===== src/tcpm_pkg.sv =====
// Package for the Type-C downstream port attach and power manager.
// Assumes a single 100 MHz clock and analog comparators outside the logic.
package tcpm_pkg;

    // ------------------------------------------------------------------
    // Timing
    // ------------------------------------------------------------------
    localparam int CLK_PERIOD_NS = 10;
    localparam int DEBOUNCE_MS = 150;
    localparam int DEBOUNCE_CYCLES = DEBOUNCE_MS * 1000000 / CLK_PERIOD_NS;
    localparam int CNT_W = 32;
    localparam logic [CNT_W-1:0] CNT_ZERO = 32'h0000_0000;
    localparam logic [CNT_W-1:0] CNT_ONE = 32'h0000_0001;

    // ------------------------------------------------------------------
    // Advertisement levels on CC
    // ------------------------------------------------------------------
    typedef enum logic [1:0] {
        TCPM_ADV_DEFAULT,
        TCPM_ADV_MEDIUM,
        TCPM_ADV_HIGH
    } tcpm_adv_e;

    // Controller states.
    typedef enum logic [1:0] {
        TCPM_ST_OFF,
        TCPM_ST_UNATTACHED,
        TCPM_ST_DEBOUNCE,
        TCPM_ST_ATTACHED
    } tcpm_state_e;

    // Comparator results for both CC lines.
    typedef struct packed {
        logic cc1_sink;
        logic cc2_sink;
        logic cc1_cable;
        logic cc2_cable;
    } tcpm_cc_s;

    // Power switch controls.
    typedef struct packed {
        logic charge_on;
        logic vconn_cc1_on;
        logic vconn_cc2_on;
    } tcpm_pwr_s;

    // Attach condition: exactly one CC line sees a sink termination.
    function automatic logic tcpm_sink_seen(input tcpm_cc_s cc);
        return cc.cc1_sink ^ cc.cc2_sink;
    endfunction

endpackage


===== src/tcpm_sync.sv =====
// Two flip-flop synchroniser for a bundle of asynchronous levels.
// Assumes the inputs are quasi-static comparator and pin levels.
`timescale 1ns/1ps
module tcpm_sync #(
    parameter int WIDTH = 1
)
(
    input wire logic core_clk_in,
    input wire logic reset_in,
    input wire logic [WIDTH-1:0] async_in,
    output logic [WIDTH-1:0] sync_out
);
    logic [WIDTH-1:0] meta_q;
    logic [WIDTH-1:0] meta_d;
    logic [WIDTH-1:0] sync_q;
    logic [WIDTH-1:0] sync_d;

    always_comb
    begin
        meta_d = async_in;
        sync_d = meta_q;
    end

    always_ff @(posedge core_clk_in)
    begin
        if (reset_in)
        begin
            meta_q <= '0;
            sync_q <= '0;
        end
        else
        begin
            meta_q <= meta_d;
            sync_q <= sync_d;
        end
    end

    assign sync_out = sync_q;
endmodule // tcpm_sync


===== src/tcpm_top.sv =====
// Attach detection, power switch control, current advertisement and load
// detection for one downstream-facing Type-C port.
// Assumes analog comparators, an aux supply monitor and the enable pin
// arrive asynchronously; open-drain outputs are pulled up outside.
//
// Overview of operation
// RULE1: Pull attach indicator low while attached.
// RULE2: Release attach indicator while unattached.
// RULE3: Load detect low only when current over threshold.
// RULE4: Release load detect when current drops again.
// RULE5: High select low gives medium advertisement.
// RULE6: Both selects high give high advertisement.
// RULE7: Sink adapts current within 60 ms.
// RULE8: Sample enable only after aux supply good.
// RULE9: Enable high starts operation, else disabled.
// RULE10: After start-up watch both CC lines.
// RULE11: Charge switch on after attach debounce.
// RULE12: Cable power onto line seeing cable load.
// RULE13: Bus power only while attached.
// RULE14: Advertisement chosen by two select inputs.
// RULE15: Load detect only at high advertisement.
// RULE16: Enable low opens switches, releases outputs.
// RULE17: Debounce counted, restarts on attach change.
// RULE18: Comparator results arrive synchronised.
`timescale 1ns/1ps
module tcpm_top
    import tcpm_pkg::*;
#(
    parameter int DEBOUNCE_CNT = DEBOUNCE_CYCLES
)
(
    input wire logic core_clk_in,
    input wire logic reset_in,
    input wire logic aux_good_in,
    input wire logic enable_in,
    input wire logic adv_level_sel_in,
    input wire logic adv_high_sel_in,
    input wire tcpm_cc_s cc_in,
    input wire logic over_threshold_in,
    output tcpm_pwr_s pwr_out,
    output tcpm_adv_e adv_level_out,
    output logic attach_indicator_n_out,
    output logic attach_indicator_n_oe_out,
    output logic load_detect_n_out,
    output logic load_detect_n_oe_out,
    output logic cc_monitor_on_out
);
    // ------------------------------------------------------------------
    // Input synchronisation
    // ------------------------------------------------------------------
    localparam int SYNC_W = 9;
    logic [SYNC_W-1:0] raw_in;
    logic [SYNC_W-1:0] raw_sync;
    tcpm_cc_s cc_s;
    logic aux_good_s;
    logic enable_s;
    logic sel_level_s;
    logic sel_high_s;
    logic over_s;

    assign raw_in = {aux_good_in, enable_in, adv_level_sel_in, adv_high_sel_in,
                     cc_in, over_threshold_in};

    // RULE18: comparators synchronised
    tcpm_sync #(
        .WIDTH(SYNC_W)
    ) u_sync (
        .core_clk_in(core_clk_in),
        .reset_in(reset_in),
        .async_in(raw_in),
        .sync_out(raw_sync)
    );

    assign {aux_good_s, enable_s, sel_level_s, sel_high_s, cc_s, over_s} = raw_sync;

    // ------------------------------------------------------------------
    // Attach state machine
    // ------------------------------------------------------------------
    tcpm_state_e state_q;
    tcpm_state_e state_d;
    logic [CNT_W-1:0] deb_cnt_q;
    logic [CNT_W-1:0] deb_cnt_d;
    logic sink_cc1_q;
    logic sink_cc1_d;
    logic attach_now;
    logic running;

    // RULE8: enable only counts once aux is good
    assign running = aux_good_s && enable_s;
    assign attach_now = tcpm_sink_seen(cc_s);

    // A flip of orientation means a new plug, so it counts as losing the attach.
    // This keeps the debounce and the cable power tied to one plug orientation.
    function automatic logic attach_held(input tcpm_cc_s cc, input logic cc1_latched);
        return tcpm_sink_seen(cc) && (cc.cc1_sink == cc1_latched);
    endfunction

    always_comb
    begin
        state_d = state_q;
        deb_cnt_d = deb_cnt_q;
        sink_cc1_d = sink_cc1_q;
        case (state_q)
            TCPM_ST_OFF:
            begin
                deb_cnt_d = CNT_ZERO;
                // RULE9: leave start-up on enable high
                if (running)
                begin
                    state_d = TCPM_ST_UNATTACHED;
                end
            end
            TCPM_ST_UNATTACHED:
            begin
                deb_cnt_d = CNT_ZERO;
                // RULE10: watch both CC lines
                if (attach_now)
                begin
                    state_d = TCPM_ST_DEBOUNCE;
                    sink_cc1_d = cc_s.cc1_sink;
                end
            end
            TCPM_ST_DEBOUNCE:
            begin
                // RULE17: restart when the attach condition changes
                if (!attach_held(cc_s, sink_cc1_q))
                begin
                    state_d = TCPM_ST_UNATTACHED;
                    deb_cnt_d = CNT_ZERO;
                end
                // RULE11: switch only after debounce elapsed
                else if (deb_cnt_q >= DEBOUNCE_CNT[CNT_W-1:0] - CNT_ONE)
                begin
                    state_d = TCPM_ST_ATTACHED;
                end
                else
                begin
                    deb_cnt_d = deb_cnt_q + CNT_ONE;
                end
            end
            TCPM_ST_ATTACHED:
            begin
                // RULE13: detach removes bus power at once
                if (!attach_held(cc_s, sink_cc1_q))
                begin
                    state_d = TCPM_ST_UNATTACHED;
                    deb_cnt_d = CNT_ZERO;
                end
            end
            default:
            begin
                state_d = TCPM_ST_OFF;
            end
        endcase
        // RULE16: enable low forces the disabled state
        if (!running)
        begin
            state_d = TCPM_ST_OFF;
            deb_cnt_d = CNT_ZERO;
        end
    end

    always_ff @(posedge core_clk_in)
    begin
        if (reset_in)
        begin
            state_q <= TCPM_ST_OFF;
            deb_cnt_q <= CNT_ZERO;
            sink_cc1_q <= 1'b0;
        end
        else
        begin
            state_q <= state_d;
            deb_cnt_q <= deb_cnt_d;
            sink_cc1_q <= sink_cc1_d;
        end
    end

    // ------------------------------------------------------------------
    // Power switch registers
    // ------------------------------------------------------------------
    tcpm_pwr_s pwr_q;
    tcpm_pwr_s pwr_d;
    logic attached_next;

    // Outputs follow the next state so they change with it, not a cycle later.
    assign attached_next = (state_d == TCPM_ST_ATTACHED);

    always_comb
    begin
        pwr_d = '0;
        // RULE13: bus power only while attached
        // RULE11: charge switch after debounce
        pwr_d.charge_on = attached_next;
        // RULE12: cable power on the line not used by the sink
        // The two enables take sink_cc1_d in opposite sense, so they never meet.
        pwr_d.vconn_cc1_on = attached_next && !sink_cc1_d && cc_s.cc1_cable;
        pwr_d.vconn_cc2_on = attached_next && sink_cc1_d && cc_s.cc2_cable;
    end

    always_ff @(posedge core_clk_in)
    begin
        if (reset_in)
        begin
            pwr_q <= '0;
        end
        else
        begin
            pwr_q <= pwr_d;
        end
    end

    // ------------------------------------------------------------------
    // Current advertisement
    // ------------------------------------------------------------------
    tcpm_adv_e adv_q;
    tcpm_adv_e adv_d;

    // With power sharing the other port's load detect drives the high
    // select, so a drop to medium here answers a heavy load over there.
    always_comb
    begin
        // RULE14: advertisement from the two selects
        // RULE6: both high advertise high
        // RULE5: high select low drops to medium
        if (sel_level_s && sel_high_s)
        begin
            adv_d = TCPM_ADV_HIGH;
        end
        else if (sel_level_s)
        begin
            adv_d = TCPM_ADV_MEDIUM;
        end
        else
        begin
            adv_d = TCPM_ADV_DEFAULT;
        end
    end

    always_ff @(posedge core_clk_in)
    begin
        if (reset_in)
        begin
            adv_q <= TCPM_ADV_DEFAULT;
        end
        else
        begin
            adv_q <= adv_d;
        end
    end

    // ------------------------------------------------------------------
    // Open-drain indicators and CC monitor
    // ------------------------------------------------------------------
    logic att_oe_q;
    logic att_oe_d;
    logic ld_oe_q;
    logic ld_oe_d;
    logic mon_q;
    logic mon_d;

    always_comb
    begin
        // RULE1: attach indicator pulled low while attached
        // RULE2: released otherwise
        att_oe_d = attached_next;

        // Load detect falls with the attach, so a stale threshold level cannot
        // keep the other port at the medium level after an unplug.
        // RULE3: assert only above threshold while attached
        // RULE4: release when current falls
        // RULE15: only at the high advertisement
        ld_oe_d = attached_next && over_s && (adv_d == TCPM_ADV_HIGH);

        // RULE16: CC monitor off while disabled
        mon_d = (state_d != TCPM_ST_OFF);
    end

    always_ff @(posedge core_clk_in)
    begin
        if (reset_in)
        begin
            att_oe_q <= 1'b0;
            ld_oe_q <= 1'b0;
            mon_q <= 1'b0;
        end
        else
        begin
            att_oe_q <= att_oe_d;
            ld_oe_q <= ld_oe_d;
            mon_q <= mon_d;
        end
    end

    // Open-drain pins: data is constant low, only the enable moves.
    assign pwr_out = pwr_q;
    assign adv_level_out = adv_q;
    assign attach_indicator_n_out = 1'b0;
    assign attach_indicator_n_oe_out = att_oe_q;
    assign load_detect_n_out = 1'b0;
    assign load_detect_n_oe_out = ld_oe_q;
    assign cc_monitor_on_out = mon_q;
endmodule // tcpm_top

===== config.mk =====
export PLATFORM = sky130hd
export DESIGN_NAME = tcpm_top
export DESIGN_NICKNAME = d
export VERILOG_FILES = /design/src/tcpm_pkg.sv /design/src/tcpm_sync.sv /design/src/tcpm_top.sv
export SDC_FILE = /design/constraint.sdc
export NUM_CORES = 1
export LEC_CHECK = 0
export BUFFER_PORTS_ARGS = -buffer_cell sky130_fd_sc_hd__buf_2
export CAP_MARGIN = 20
export CORE_MARGIN = 5
export CORE_UTILIZATION = 60
export DETAILED_ROUTE_END_ITERATION = 8
export HOLD_SLACK_MARGIN = 0.06
export PLACE_DENSITY = 0.81
export SETUP_SLACK_MARGIN = 0.1
export SLEW_MARGIN = 15
export SYNTH_ARGS = -nofsm -noshare
export SYNTH_HDL_FRONTEND = slang
export SYNTH_SLANG_ARGS = --single-unit

===== constraint.sdc =====
create_clock -name core_clk_in -period 3.7 [get_ports core_clk_in]
set_input_delay 0 -clock core_clk_in [delete_from_list [all_inputs] [get_ports core_clk_in]]
set_output_delay 0 -clock core_clk_in [all_outputs]
set_load 0.05 [all_outputs]

## Yosys cells after proc, flatten, opt, wreduce, memory -nomap -nowiden

Cells that the tools add are included.

| storage, ports and cells | value |
|---|---|
| input port bits | 11 |
| register bits after elaboration | 60 |
| output and inout bits | 10 |
| logic and storage cells | 52 |

| operators by class | value |
|---|---|
| equality and inequality tests | 8 |
| magnitude comparators | 1 |
| $add $sub $neg | 1 |
| multiplexer cells | 14 |
| bitwise operators | 2 |
| reductions and logical operators | 15 |

Operators by type and width:

| operator | count |
|---|---|
| 32-bit two-way mux | 3 |
| 32-bit one-hot mux with 3 select lines | 1 |
| 32-bit by 1-bit adder with 32-bit output (second input constant) | 1 |
| 32-bit by 24-bit >= comparator with 1-bit output (second input constant) | 1 |
| 2-bit two-way mux | 6 |
| 1-bit logical AND | 9 |
| 2-bit equality test (second input constant) | 4 |
| 2-bit one-hot mux with 4 select lines | 1 |
| 2-bit OR reduction | 2 |
| 1-bit two-way mux | 3 |
| 3-bit != test (second input constant) | 1 |
| 2-bit by 1-bit equality test with 1-bit output (second input constant) | 1 |
| 2-bit zero test | 1 |
| 2-bit != test (second input constant) | 1 |
| 2-bit AND reduction | 1 |
| 2-bit nonzero test | 1 |
| 1-bit equality test | 1 |
| 1-bit zero test | 1 |
| 1-bit NOT | 1 |
| 1-bit XOR | 1 |

## Depth between registers and ports, before layout

| logic depth | value |
|---|---|
| depth in word-level cells | 8 |
| depth in mapped cells | 8 |
| mapped depth without buffers | 6 |

## By module

A second synthesis with hierarchy kept.

| unflattened totals | value |
|---|---|
| cells, all modules | 258 |
| area total of the unflattened synthesis | 2377.3 um^2 |

Modules (own cells, without submodules):

| module | cells an instance | instances | area an instance (um^2) |
|---|---|---|---|
| tcpm_top | 221 | 1 | 1888.1 |
| tcpm_sync | 37 | 1 | 489.2 |

## Least setup slack after synthesis

No wires, ideal clock.

| timing | value |
|---|---|
| path kind | reg-to-reg |
| from | register deb_cnt_q[16] |
| to | register pwr_q (netlist bit pwr_out[0]) |
| stages on the path, launching flop included | 8 |
| clock period less this slack | 2183 ps |
| path slack | 1517 ps |
| arrival | 2096 ps |
| path buffers | 2 |
| setup time | 87 ps |
| cell sequence | dfxtp_1 or4_1 or4b_1 a31o_1 buf_6 and2_4 buf_6 nor4b_4 |

| between the ends | value |
|---|---|
| cells in the longest elaborated chain, start to end | 8 |

RTL lines:

| element | line | RTL |
|---|---|---|
| start: declaration | tcpm_top.sv:81 | `logic [CNT_W-1:0] deb_cnt_q;` |
| start signal: assignment | tcpm_top.sv:174 | `deb_cnt_q <= deb_cnt_d;` |
| 32-bit by 24-bit >= comparator with 1-bit output | tcpm_top.sv:132 | `else if (deb_cnt_q >= DEBOUNCE_CNT[CNT_W-1:0] - CNT_ONE)` |
| 2-bit two-way mux | tcpm_top.sv:132 |  |
| 2-bit two-way mux | tcpm_top.sv:126 | `if (!attach_held(cc_s, sink_cc1_q))` |
| 2-bit one-hot mux with 4 select lines | tcpm_top.sv:103 | `case (state_q)` |
| 2-bit two-way mux | tcpm_top.sv:156 | `if (!running)` |
| 2-bit equality test | tcpm_top.sv:187 | `assign attached_next = (state_d == TCPM_ST_ATTACHED);` |
| 1-bit logical AND (2 in a row) | tcpm_top.sv:198 | `pwr_d.vconn_cc2_on = attached_next && sink_cc1_d && cc_s.cc2_cable;` |
| end signal: assignment | tcpm_top.sv:209 | `pwr_q <= pwr_d;` |
| end: declaration | tcpm_top.sv:182 | `tcpm_pwr_s pwr_q;` |

No other way between the ends.
A chain may end at the register's enable or synchronous reset.

## Final worst setup path

| timing | value |
|---|---|
| from | register deb_cnt_q[17] |
| to | register deb_cnt_q[9] |

| between the ends | value |
|---|---|
| cells in the longest elaborated chain, start to end | 3 |

RTL lines:

| element | line |
|---|---|
| 32-bit by 24-bit >= comparator with 1-bit output | tcpm_top.sv:132 |
| 3-bit != test (no source line) | n/a |
| 2-bit AND reduction (no source line) | n/a |

No other way between the ends.

==> impl_metrics.tcl <==
set metrics [dict create \
    peakVddDrop_mv 0.277 \
    skew_ns 0.00545 \
    start_util_pct 62.7 \
    worst-endpoint-arrival_ns 2.68 \
    power_density_nw_per_um2 451 \
    num_vias 1808 \
    finalSetupViolCount 0 \
    cts_max_path_buffers 2 \
    intPower_mw 1.00 \
    max_stage_delay_ns 0.50 \
    yosys_warnings 0 \
    layout_worst_path_cycle_share_pct 66.5 \
    die_h_um 72.3 \
    cts_buffers 9 \
    antenna_cells 0 \
    clock_sinks 60 \
    core_um2 3720 \
    firstDrtPassIters 5 \
    synth_seq_area_share_pct 51.5 \
    vias_per_cell 5.40 \
    cp-end-kind "flip-flop" \
    status "finished, final reports clean" \
    startpoint_type "flip-flop" \
    grt_pass1_vias 1748 \
    drive_gt1_share_pct 12.2 \
    critPathSlowestCell "or4_1" \
    synth.ff_latch_count 60 \
    overflow 0 \
    hp-class "flip-flop to flip-flop" \
    syn_to_final_growth_pct 19.3 \
    avgSynthCellArea_um2 9.44 \
    async_flop_share_pct 0 \
    die-area_um2 5230 \
    p_leak_nw 1.12 \
    clk_latency_ns 0.33 \
    nFillCells 278 \
    rsz0062_at_grt "no" \
    tightest_slew_ns 0.992 \
    required_ns 3.92 \
    worstPathMaxFanout 18 \
    routabilityCongestion 0.794 \
    synth_edf_count 0 \
    fmax_mhz 406 \
    grt_pass1_wl_mm 7.82 \
    fin_crit_ns 2.46 \
    maxCapViolations 0 \
    post_cts_buffers 0 \
    fin_tns_setup_ns 0 \
    fin_util_pct 74.8 \
    synth_area_um2 2330 \
    comb_power_share_pct 3.3 \
    wl_mm 4.46 \
    grt_usage_pct 19.5 \
    drc 0 \
    max_slew_margin_pct 33.7 \
    port_buffers 18 \
    wl_per_cell_um 13.3 \
    place_hpwl_mm 2.81 \
    h-tree-depth 3 \
    synthCells 247 \
    grt_max_degree 23 \
    postRouteAntennaNets 0 \
    synth.distinct_cells 39 \
    cts_tree "done" \
    root_buffer "clkbuf_8" \
    p_sw_mw 0.250 \
    path_cells "or4_1 > or4b_1 > a31o_1 > a21oi_1 > nor3_1 > o211a_1" \
    drt_iter0_drc 114 \
    power_frac_clock_pct 44.1 \
    nNetsFinal 295 \
    die_w_um 72.3 \
    pwr-share-seq_pct 52.6 \
    worst-setup-path-type "flip-flop to flip-flop" \
    drv_slew 0 \
    top_level_ports 21 \
    swShare_pct 19.9 \
    antenna_found_initial 0 \
    synthFlopType "dfxtp_1" \
    finalHoldViolations 0 \
    core.rowCount 22 \
    path_clk_slew_ns 0.06 \
]
-- layout by cell type (no fill, tap or decap), types with 2 or more instances in the layout --
master	synthesis	routed
inv_1	4	4
nor2b_1	19	19
and3_1	6	6
clkbuf_1	7	3
nor4_1	3	3
nand3_1	13	13
nor3b_1	3	3
nand4_1	13	13
o211a_1	3	3
and4_1	3	3
clkbuf_8	0	10
xor2_1	14	14
dlygate4sd3_1	0	18
conb_1	1	2
xnor2_1	3	3
dfxtp_1	60	60
and2_1	12	12
o21ai_0	4	4
nor2_1	25	25
a21oi_1	9	9
nand2b_1	2	2
nor3_1	5	5
or3_1	6	6
nand2_1	12	12
buf_2	1	18
-- worst paths after layout --
kind	slack, ns	from	depth (start not counted)	endpoint
max	1.24	deb_cnt_q[17]	6	deb_cnt_q[9]
min	0.43	u_sync.sync_out[5]	1	adv_level_out[0]
max reg2reg	1.24	deb_cnt_q[17]	6	deb_cnt_q[9]
min reg2reg	0.43	u_sync.sync_out[5]	1	adv_level_out[0]
-- critical path, delay by kind of cell, from the launching register on --
kind | cells | cell delay, ns
and+or+nand+nor | 3 | 1.06
AOI/OAI and AO/OA | 3 | 0.93
DFF | 1 | 0.36
-- cell families after synthesis --
family	Yosys count	share of synthesized area, %
AND/OR/NAND/NOR	131	32.2
flip-flops	60	51.5
AO/OA/AOI/OAI	20	5.31
XOR/XNOR	17	6.39
buffers and inverters	17	3.92
adder cells (fa/ha/maj)	1	0.537
other	1	0.161
-- layer usage --
layer  GRT usage [%]  wire length [µm]  vias to the layer above  part of all wire [%]
met2            30.5              2110                       52                    47
met3            5.54               224                       14                   5.0
met1            23.5              2000                      829                    45
met5               0                 0                        -                     0
li1                -                 -                      913                     -
met4            11.9               122                        0                   2.7
-- power groups by stage --
stage                     Clock, mW  Sequential, mW  Combinational [mW]
after floorplan                   0           0.674              0.0188
after global placement            0           0.673              0.0245
after detailed placement          0           0.674              0.0254
after CTS                     0.564           0.660              0.0396
after global routing          0.594           0.660              0.0456
final                         0.554           0.660              0.0412
-- timing repair --
| item | 4_1_cts | 5_1_grt |
|---|---|---|
| endpoints found under the hold margin | 17 | 0 |
| hold buffers | 18 | 0 |
| setup endpoints to repair | 0 | 0 |
| gates resized for setup | 0 | 0 |
-- per-stage QoR --
step | worst slack (ns) | std cells | power (mW) | instance area (µm²) | hold WS (ns)
6_report | 1.24 | 335 | 1.25 | 2780 | 0.432
5_1_grt | 1.10 | 335 | 1.30 | 2780 | 0.440
4_1_cts | 1.25 | 335 | 1.26 | 2780 | 0.429
3_5_place_dp | 1.28 | 302 | 0.699 | 2420 | 0.213
3_3_place_gp | 1.33 | 302 | 0.698 | 2420 | 0.206
2_1_floorplan | 1.52 | 248 | 0.693 | 2330 | 0.128
-- synth_stat cells, drive strengths merged (2+ instances only) --
library cell	number	share of area, %
xnor2	3	1.1
and4	3	1.1
or3	6	1.6
nand2	12	1.9
nor3	5	1.1
nand3	13	2.8
dfxtp	60	52
a21oi	9	1.9
nand2b	2	0.54
nor2	26	4.5
inv	4	0.64
and3	6	1.6
xor2	14	5.3
nand4	13	3.5
o21ai	4	0.86
clkbuf	7	1.1
buf	6	2.1
nor2b	19	5.1
and2	14	3.9
o211a	3	1.3
nor3b	3	0.97
nor4	3	0.81
-- sequential cells by signal, summed over array words and instances (netlist names) --
name and flops:
attach_indicator_n_oe_out 1, sink_cc1_q 1, u_sync.meta_q 9, deb_cnt_q 32, u_sync.sync_out 9, load_detect_n_oe_out 1, pwr_out 2, state_q 2
adv_level_out 2, cc_monitor_on_out 1
-- layout make-up --
cell class                      instances  area, µm²  area share, %
Clock buffer                           13        149           5.36
Clock inverter                          2       35.0           1.26
Inverter                                4       15.0          0.540
Multi-Input combinational cell        171       1040           37.5
Sequential cell                        60       1200           43.2
Tap cell                               48       60.1           2.16
Timing Repair Buffer                   37        278           9.99
No activity file was read; power rests on OpenSTA's default activity.
